**config.mk**
```make
export PLATFORM = sky130hd
export DESIGN_NAME = sgm_mgmt_regs
export DESIGN_NICKNAME = d
export VERILOG_FILES = /design/src/verilog/sgm_pkg.sv /design/src/verilog/sgm_sync.sv /design/src/verilog/sgm_mgmt_regs.sv
export SDC_FILE = /design/constraint.sdc
export NUM_CORES = 1
export LEC_CHECK = 0
export CAP_MARGIN = 10
export CORE_UTILIZATION = 25
export CTS_CLUSTER_SIZE = 40
export DETAILED_ROUTE_END_ITERATION = 10
export DONT_BUFFER_PORTS = 1
export GPL_TIMING_DRIVEN = 0
export PLACE_DENSITY = 0.36
export SLEW_MARGIN = 0
export SYNTH_ARGS = -nofsm -noshare
export SYNTH_HDL_FRONTEND = slang
export SYNTH_SLANG_ARGS = --single-unit
export TNS_END_PERCENT = 30
```
**constraint.sdc**
```tcl
create_clock -name CLK -period 8.03 [get_ports CLK]
set_clock_uncertainty 0.1 [all_clocks]
set_input_delay 2.0075 -clock CLK [delete_from_list [all_inputs] [get_ports CLK]]
set_output_delay 2.0075 -clock CLK [all_outputs]
set_load 0.03 [all_outputs]
```
**src/verilog/sgm_pkg.sv**
```systemverilog
// constants for the sgmii management register bank
`default_nettype none
package sgm_pkg;

    // register addresses on the management bus
    localparam logic [4:0] ADDR_CONTROL = 5'h00;
    localparam logic [4:0] ADDR_STATUS = 5'h01;
    localparam logic [4:0] ADDR_ID_HI = 5'h02;
    localparam logic [4:0] ADDR_ID_LO = 5'h03;
    localparam logic [4:0] ADDR_AN_FIRST = 5'h04;
    localparam logic [4:0] ADDR_AN_LAST = 5'h08;
    localparam logic [4:0] ADDR_EXT_STATUS = 5'h0F;
    localparam logic [4:0] ADDR_AN_INT_CTRL = 5'h10;

    // link_control bit positions
    localparam int CTRL_RESET = 15;
    localparam int CTRL_LOOPBACK = 14;
    localparam int CTRL_SPEED_LSB = 13;
    localparam int CTRL_AN_ENABLE = 12;
    localparam int CTRL_POWER_DOWN = 11;
    localparam int CTRL_ISOLATE = 10;
    localparam int CTRL_AN_RESTART = 9;
    localparam int CTRL_DUPLEX = 8;
    localparam int CTRL_COL_TEST = 7;
    localparam int CTRL_SPEED_MSB = 6;
    localparam int CTRL_UNIDIR = 5;

    // link_control masks and default
    localparam logic [15:0] CTRL_DEFAULT = 16'h1540;
    localparam logic [15:0] CTRL_WMASK_BASE = 16'hDE20;
    localparam logic [15:0] CTRL_WMASK_SPEED = 16'h2040;
    localparam logic [15:0] CTRL_FIXED_DUPLEX = 16'h0100;
    localparam logic [15:0] CTRL_FIXED_SPEED_MSB = 16'h0040;
    localparam logic [15:0] CTRL_SELF_CLEAR = 16'h0200;

    // status register layout
    localparam logic [15:0] STATUS_FIXED = 16'h01C8;
    localparam logic [15:0] STATUS_AN_DONE = 16'h0020;
    localparam logic [15:0] STATUS_LINK = 16'h0004;

    // extended_ability_status: full-duplex 1000BASE-X only
    localparam logic [15:0] EXT_STATUS_VALUE = 16'h8000;
    localparam logic [15:0] READ_ZERO = 16'h0000;

    // management frame fields
    localparam logic [1:0] OP_READ = 2'h2;
    localparam logic [1:0] OP_WRITE = 2'h1;
    localparam logic [3:0] HDR_LAST = 4'hB;
    localparam logic [4:0] DATA_LAST = 5'h0F;
    localparam logic [4:0] SKIP_LAST = 5'h11;

    typedef enum logic [2:0] {
        MS_IDLE = 3'b000,
        MS_HDR = 3'b001,
        MS_TA = 3'b010,
        MS_RDATA = 3'b011,
        MS_WDATA = 3'b100,
        MS_SKIP = 3'b101
    } sgm_mdio_state_type;

endpackage : sgm_pkg
`default_nettype wire

```
**src/verilog/sgm_sync.sv**
```systemverilog
// two flip-flop synchroniser for asynchronous pin inputs
`timescale 1ns/1ns
`default_nettype none
module sgm_sync #(
    parameter int WIDTH = 1
) (
    input wire logic CLK, // system clock
    input wire logic RST, // async reset, active high
    input wire logic [WIDTH-1:0] D, // asynchronous inputs
    output logic [WIDTH-1:0] Q // synchronised outputs
);

    logic [WIDTH-1:0] meta_q;

    always_ff @(posedge CLK or posedge RST) begin
        if (RST) begin
            meta_q <= '0;
            Q <= '0;
        end else begin
            meta_q <= D;
            Q <= meta_q;
        end
    end

endmodule : sgm_sync
`default_nettype wire

```
**src/verilog/sgm_mgmt_regs.sv**
```systemverilog
// sgmii management register bank with serial management slave
`timescale 1ns/1ns
`default_nettype none
module sgm_mgmt_regs #(
    parameter bit PS_MAC_MODE = 1'b0, // speed bits writable
    parameter bit TBI_BUILD = 1'b0, // ten-bit interface build
    parameter bit RATE_2G5 = 1'b0, // single-speed 2.5G build
    parameter logic [15:0] ID_WORD_HI = 16'h0A5C, // arbitrary value
    parameter logic [15:0] ID_WORD_LO = 16'h3C10 // arbitrary value
) (
    input wire logic CLK, // 125 MHz clock
    input wire logic RST, // async core reset, active high
    input wire logic CLOCK_MANAGER_LOCKED, // lock pin, async
    input wire logic MDC, // management clock pin
    input wire logic MDIO_IN, // management data pin level
    output logic MDIO_OUT, // management data driven value
    output logic MDIO_OE, // high while driving management data
    input wire logic [4:0] PHY_ADDRESS, // this port's address
    input wire logic [15:0] CONFIG_VECTOR, // parallel control image
    input wire logic CONFIG_VALID, // load config vector strobe
    input wire logic LINK_UP, // current link state
    input wire logic AN_COMPLETE, // auto-negotiation done
    output logic CORE_RESET, // soft reset pulse
    output logic INTERNAL_LOOPBACK, // transceiver loopback
    output logic EXT_LOOPBACK_REQ, // external pma loopback
    output logic POWER_DOWN, // transceiver low power
    output logic ISOLATE, // isolate from gmii
    output logic AN_ENABLE, // auto-negotiation enable
    output logic AN_RESTART, // restart pulse
    output logic UNIDIR_ENABLE, // transmit regardless of link
    output logic [1:0] SPEED_SEL // {msb, lsb} speed selection
);

    // speed bits writable only in ps mac mode and not in 2.5G build
    localparam bit SPEED_RW = PS_MAC_MODE && !RATE_2G5;

    logic [2:0] sync_out;
    logic mdc_s;
    logic mdio_s;
    logic locked_s;
    logic mdc_prev_q;
    logic mdc_rise;

    // pins cross into the clock domain through two flops
    sgm_sync #(
        .WIDTH(3)
    ) u_sync (
        .CLK(CLK),
        .RST(RST),
        .D({MDC, MDIO_IN, CLOCK_MANAGER_LOCKED}),
        .Q(sync_out)
    );

    assign mdc_s = sync_out[2];
    assign mdio_s = sync_out[1];
    assign locked_s = sync_out[0];
    // mdc edge found on synchronised levels, idle low
    assign mdc_rise = mdc_s & ~mdc_prev_q;

    // control write with masks; power down only sets here
    function automatic logic [15:0] ctrl_apply(
        input logic [15:0] cur,
        input logic [15:0] val
    );
        logic [15:0] wmask;
        logic [15:0] res;
        wmask = sgm_pkg::CTRL_WMASK_BASE;
        if (SPEED_RW) begin
            wmask = wmask | sgm_pkg::CTRL_WMASK_SPEED;
        end
        res = (val & wmask) | sgm_pkg::CTRL_FIXED_DUPLEX;
        if (!SPEED_RW) begin
            res = res | sgm_pkg::CTRL_FIXED_SPEED_MSB;
        end
        res[sgm_pkg::CTRL_POWER_DOWN] = cur[sgm_pkg::CTRL_POWER_DOWN] |
            val[sgm_pkg::CTRL_POWER_DOWN];
        return res;
    endfunction : ctrl_apply

    // frame engine state
    sgm_pkg::sgm_mdio_state_type state_q;
    logic [4:0] cnt_q;
    logic [11:0] hdr_q;
    logic bit_prev_q;
    logic [15:0] rd_shift_q;
    logic [15:0] wr_shift_q;
    logic rd_stb_q;
    logic wr_stb_q;
    logic [4:0] acc_addr_q;

    // register state
    logic [15:0] ctrl_q;
    logic [15:0] ctrl_d;
    logic link_q;
    logic link_d;
    logic reg_reset;

    // frame header fields
    wire [1:0] hdr_op = hdr_q[11:10];
    wire [4:0] hdr_reg = hdr_q[4:0];
    // decisions on the last header bit use the bit now arriving
    wire [11:0] hdr_next = {hdr_q[10:0], mdio_s};
    wire hdr_read = hdr_next[11:10] == sgm_pkg::OP_READ;
    wire hdr_write = hdr_next[11:10] == sgm_pkg::OP_WRITE;
    wire hdr_match = hdr_next[9:5] == PHY_ADDRESS;
    wire is_read = hdr_op == sgm_pkg::OP_READ;

    // address decode
    wire sel_ctrl = hdr_reg == sgm_pkg::ADDR_CONTROL;
    wire sel_status = hdr_reg == sgm_pkg::ADDR_STATUS;
    wire sel_id_hi = hdr_reg == sgm_pkg::ADDR_ID_HI;
    wire sel_id_lo = hdr_reg == sgm_pkg::ADDR_ID_LO;
    wire sel_ext = hdr_reg == sgm_pkg::ADDR_EXT_STATUS;

    // status word built from live inputs and the link latch
    wire [15:0] status_word = sgm_pkg::STATUS_FIXED |
        (AN_COMPLETE ? sgm_pkg::STATUS_AN_DONE : sgm_pkg::READ_ZERO) |
        (link_q ? sgm_pkg::STATUS_LINK : sgm_pkg::READ_ZERO);

    // an registers 4..8 and 16 hold no contents in this bank
    wire [15:0] rd_mux =
        sel_ctrl ? ctrl_q :
        sel_status ? status_word :
        sel_id_hi ? ID_WORD_HI :
        sel_id_lo ? ID_WORD_LO :
        sel_ext ? sgm_pkg::EXT_STATUS_VALUE :
        sgm_pkg::READ_ZERO;

    // serial management frame engine
    always_ff @(posedge CLK or posedge RST) begin
        if (RST) begin
            mdc_prev_q <= 1'b0;
            state_q <= sgm_pkg::MS_IDLE;
            cnt_q <= 5'h00;
            hdr_q <= 12'h000;
            bit_prev_q <= 1'b1;
            rd_shift_q <= 16'h0000;
            wr_shift_q <= 16'h0000;
            rd_stb_q <= 1'b0;
            wr_stb_q <= 1'b0;
            acc_addr_q <= 5'h00;
            MDIO_OUT <= 1'b0;
            MDIO_OE <= 1'b0;
        end else begin
            mdc_prev_q <= mdc_s;
            rd_stb_q <= 1'b0;
            wr_stb_q <= 1'b0;
            if (mdc_rise) begin
                bit_prev_q <= mdio_s;
                case (state_q)
                    sgm_pkg::MS_IDLE: begin
                        // start of frame is a 0 then a 1
                        if (!bit_prev_q && mdio_s) begin
                            state_q <= sgm_pkg::MS_HDR;
                            cnt_q <= 5'h00;
                        end
                    end
                    sgm_pkg::MS_HDR: begin
                        hdr_q <= hdr_next;
                        cnt_q <= cnt_q + 5'h01;
                        // twelfth header bit: pick turnaround or skip
                        if (cnt_q[3:0] == sgm_pkg::HDR_LAST) begin
                            cnt_q <= 5'h00;
                            acc_addr_q <= hdr_next[4:0];
                            if ((hdr_read || hdr_write) && hdr_match) begin
                                state_q <= sgm_pkg::MS_TA;
                            end else begin
                                state_q <= sgm_pkg::MS_SKIP;
                            end
                        end
                    end
                    sgm_pkg::MS_TA: begin
                        cnt_q <= cnt_q + 5'h01;
                        if (cnt_q == 5'h00) begin
                            if (is_read) begin
                                MDIO_OE <= 1'b1;
                                MDIO_OUT <= 1'b0;
                                // word frozen here so later changes cannot tear it
                                rd_shift_q <= rd_mux;
                                rd_stb_q <= 1'b1;
                            end
                        end else begin
                            cnt_q <= 5'h00;
                            if (is_read) begin
                                MDIO_OUT <= rd_shift_q[15];
                                rd_shift_q <= {rd_shift_q[14:0], 1'b0};
                                state_q <= sgm_pkg::MS_RDATA;
                            end else begin
                                state_q <= sgm_pkg::MS_WDATA;
                            end
                        end
                    end
                    sgm_pkg::MS_RDATA: begin
                        cnt_q <= cnt_q + 5'h01;
                        // last data bit has been shown; release the wire
                        if (cnt_q == sgm_pkg::DATA_LAST) begin
                            MDIO_OE <= 1'b0;
                            bit_prev_q <= 1'b1;
                            state_q <= sgm_pkg::MS_IDLE;
                        end else begin
                            MDIO_OUT <= rd_shift_q[15];
                            rd_shift_q <= {rd_shift_q[14:0], 1'b0};
                        end
                    end
                    sgm_pkg::MS_WDATA: begin
                        cnt_q <= cnt_q + 5'h01;
                        wr_shift_q <= {wr_shift_q[14:0], mdio_s};
                        if (cnt_q == sgm_pkg::DATA_LAST) begin
                            // commit after the sixteenth data bit
                            wr_stb_q <= 1'b1;
                            bit_prev_q <= 1'b1;
                            state_q <= sgm_pkg::MS_IDLE;
                        end
                    end
                    sgm_pkg::MS_SKIP: begin
                        // sit out a frame meant for another port
                        cnt_q <= cnt_q + 5'h01;
                        if (cnt_q == sgm_pkg::SKIP_LAST) begin
                            bit_prev_q <= 1'b1;
                            state_q <= sgm_pkg::MS_IDLE;
                        end
                    end
                    default: begin
                        MDIO_OE <= 1'b0;
                        state_q <= sgm_pkg::MS_IDLE;
                    end
                endcase
            end
        end
    end

    // register updates
    wire mdio_ctrl_wr = wr_stb_q &&
        acc_addr_q == sgm_pkg::ADDR_CONTROL;
    wire status_rd = rd_stb_q &&
        acc_addr_q == sgm_pkg::ADDR_STATUS;

    // lock loss and soft reset restore defaults; frames keep running
    assign reg_reset = ctrl_q[sgm_pkg::CTRL_RESET] | ~locked_s;

    // management write first, then config vector, else restart drops
    assign ctrl_d =
        mdio_ctrl_wr ? ctrl_apply(ctrl_q, wr_shift_q) :
        CONFIG_VALID ? ctrl_apply(ctrl_q, CONFIG_VECTOR) :
        ctrl_q & ~sgm_pkg::CTRL_SELF_CLEAR;

    // any drop clears the latch, a status read reloads it
    assign link_d = status_rd ? LINK_UP : (link_q & LINK_UP);

    // register bank state, held at defaults by any reset cause
    always_ff @(posedge CLK or posedge RST) begin
        if (RST) begin
            ctrl_q <= sgm_pkg::CTRL_DEFAULT;
            link_q <= 1'b0;
        end else if (reg_reset) begin
            ctrl_q <= sgm_pkg::CTRL_DEFAULT;
            link_q <= 1'b0;
        end else begin
            ctrl_q <= ctrl_d;
            link_q <= link_d;
        end
    end

    // control outputs
    assign CORE_RESET = ctrl_q[sgm_pkg::CTRL_RESET];
    assign INTERNAL_LOOPBACK = !TBI_BUILD &&
        ctrl_q[sgm_pkg::CTRL_LOOPBACK];
    assign EXT_LOOPBACK_REQ = TBI_BUILD &&
        ctrl_q[sgm_pkg::CTRL_LOOPBACK];
    assign POWER_DOWN = !TBI_BUILD &&
        ctrl_q[sgm_pkg::CTRL_POWER_DOWN];
    assign ISOLATE = ctrl_q[sgm_pkg::CTRL_ISOLATE];
    assign AN_ENABLE = ctrl_q[sgm_pkg::CTRL_AN_ENABLE];
    assign AN_RESTART = ctrl_q[sgm_pkg::CTRL_AN_RESTART];
    assign UNIDIR_ENABLE = ctrl_q[sgm_pkg::CTRL_UNIDIR] &&
        !ctrl_q[sgm_pkg::CTRL_AN_ENABLE];
    assign SPEED_SEL = {ctrl_q[sgm_pkg::CTRL_SPEED_MSB],
        ctrl_q[sgm_pkg::CTRL_SPEED_LSB]};

endmodule : sgm_mgmt_regs
`default_nettype wire

```
==> results.cfg <==
[critical_path]
r2r-start = cnt_q[0]
arrival_ps = 1260
worstSetupPathDepth = 1
path_class = reg2out
rr_endpoint = rd_shift_q[11]
critPathLaunch = ctrl_q[12]
cp_data_required_time_ps = 5920
path_delay_family = simple AND/OR/NAND/NOR gates
worstSetupEndpointType = primary output
crit_fanout = 4
ff2ff_path_depth = 8
endpoint = UNIDIR_ENABLE
rrSetupSlack_ps = 5670
start_kind = flip-flop
path_buf_inv = 0
cpMaxStageDelayCell = nor2b_1
path_cells = nor2b_1
slowest_delay_ps = 490

[timing]
max-slew-margin-rel_pct = 61.3
fmax_mhz = 297
worst_pin_slew_ps = 579
drv_slew = 0
fin_crit_ps = 3370
finalSetupViolations = 0
whs_ps = 246
fin_crit_sh_pct = 42.0
rsz0062_at_grt = false
setup-tns-final_ps = 0
hold_viol = 0

[synth]
ys_seq_elements = 78
synth_ff_type = dfrtp_1
yosys.area.top_type_share_pct = 51.0
synth_warnings = 0
synth_edf_count = 0
synth_area_leaders = dfrtp_1 51%, mux2_2 11%, nand2_1 3.7%, dfstp_2 2.9%, o21ai_0 2.8%
synthDistinctLibCells = 50
netlist_area_mm2 = 0.00363
synth_area_per_cell_um2 = 10.9
synth_seq_area_share_pct = 53.9
synthArstFlopShare_pct = 100
syn_inst = 334
synth_largest_area_cell = dfrtp_1

[drt]
drc = 0
firstDrtPassIters = 6
wl_per_cell_um = 15.5
first_iter_violations = 151
ant_nets = 0
vias_per_cell = 4.56
wl_mm = 8.19
vias = 2416

[cells_and_area]
postLayoutCoreUtil_pct = 29.8
fin_nets = 380
area_delta_synth_final_pct = 15.1
final_cell_area_mm2 = 0.00418
layout-drive-gt1-share_pct = 20.9
fillers = 1455
antenna_cells = 0

[place]
portBuffers = 0
place_congestion = 0.757
placed_cell_area_mm2 = 0.00389
hpwl_mm = 5.72

[power_and_ir_drop]
vdd_drop_max_v = 0.000127
pwr_density_cell_mw_per_mm2 = 293
power.total_mw = 1.23
p_leak_nw = 1.83

[clock_tree]
cts_tree = built
htreeDepth = 3
cts_root_buffer = clkbuf_16
cts_hold_buf = 0
cts_max_path_buffers = 2
clk_latency_ps = 330
clk_pin_slew_worst_paths_ps = 60
numCtsBuffers = 9
cts.sinks = 78
cts_setup_buffers = 0
cts_resized = 0

[floorplanning]
die_height_um = 122
rows = 43
start_util_pct = 25.8
dieWidth_um = 122
coreArea_mm2 = 0.0140
die_area_mm2 = 0.0150
num_io_pins = 41

[global_route]
antenna_found_initial = 0
overflow = 0
grt_usage_pct = 12.0
grt_pass1_vias = 2561
grt_max_degree = 66
grt_pass1_wl_mm = 13.6

[run]
cap_violations = 0

[status]
status = complete, no violations

[hold_path]
hp-class = reg2reg
routing by layer:
| layer | vias to the layer above | track usage (%) | share of wire (%) |
|---|---|---|---|
| li1 | 1196 | - | - |
| met1 | 1185 | 15.8 | 48 |
| met2 | 29 | 18.5 | 47 |
| met3 | 6 | 4.18 | 3.6 |
| met4 | 0 | 3.66 | 1.1 |
| met5 | - | 0 | 0 |
kinds of logic after synthesis:
| family | after synthesis | synth area share, % |
|---|---|---|
| AND/OR/NAND/NOR | 100 | 14.7 |
| flip-flops | 78 | 53.9 |
| AO/OA/AOI/OAI | 73 | 11.9 |
| multiplexers | 39 | 11.9 |
| buffers and inverters | 32 | 4.38 |
| XOR/XNOR | 7 | 1.69 |
| adder cells (fa/ha/maj) | 4 | 1.38 |
| other | 1 | 0.103 |
synth_stat cells (7+ instances only):
cell and instances:
nand2_1 36, dfrtp_1 74, o21ai_0 20, mux2_2 34, a31oi_1 8, o21ai_1 8, nand3_1 8, nor2_1 11
clkbuf_1 7, nor4_1 8, a21oi_1 19, inv_1 12
per-stage QoR:
| stage | instances | setup WS, ps |
|---|---|---|
| floorplan | 335 | 3930 |
| global placement | 515 | 2840 |
| detailed placement | 516 | 4600 |
| CTS | 530 | 4630 |
| global route | 530 | 4610 |
| finish | 530 | 4660 |
layout make-up:
cell class	count	area [um2]	share of cell area, %
buffer	20	114	2.73
clock buffer	13	260	6.23
clock inverter	1	30.0	0.719
inverter	12	47.5	1.14
multi-input combinational	225	1520	36.3
sequential	78	1960	46.8
tap	180	225	5.39
timing repair buffer	1	27.5	0.659
power breakdown:
| part | switching, mW | internal, mW |
|---|---|---|
| registers | 0.0554 | 0.455 |
| logic | 0.181 | 0.128 |
| clock network | 0.152 | 0.254 |
| total | 0.388 | 0.837 |
worst min-delay path by stage:
| stage | start | endpoint | slack (ps) | cells past startpoint |
|---|---|---|---|---|
| 6_report | u_sync.meta_q[2] | u_sync.Q[2] | 250 | 0 |
| 3_3_place_gp | u_sync.meta_q[2] | u_sync.Q[2] | 230 | 0 |
| 3_5_place_dp | u_sync.meta_q[2] | u_sync.Q[2] | 230 | 0 |
| 2_1_floorplan | u_sync.meta_q[0] | u_sync.Q[0] | 230 | 0 |
| 4_1_cts | u_sync.meta_q[2] | u_sync.Q[2] | 250 | 0 |
| 5_1_grt | u_sync.meta_q[2] | u_sync.Q[2] | 250 | 0 |
flip-flops by register name (all words and copies together), names as in the netlist, 3 cells and up:
name and cells:
rd_shift_q 16, cnt_q 5, hdr_q 12, u_sync.Q 3, acc_addr_q 5, u_sync.meta_q 3, ctrl_q 8, wr_shift_q 16
state_q 3
cells in the final DEF (no fill, tap or decap), types with 3 or more instances in the layout:
cell type	count
buf_1	3
nor2b_1	5
dfstp_2	4
a31oi_1	8
nor2_1	11
a21oi_1	19
nor4_1	8
nand3_1	8
a211oi_1	3
inv_1	11
o21ai_0	20
dfrtp_1	74
a21o_1	3
clkbuf_1	9
clkbuf_16	9
nor3_2	4
nand2_1	36
ha_1	4
buf_4	4
nand2b_1	5
mux2i_1	5
buf_2	4
o21ai_1	8
or3_1	5
xor2_1	5
nor3_1	5
mux2_2	34
No activity file was read; power rests on OpenSTA's default activity.
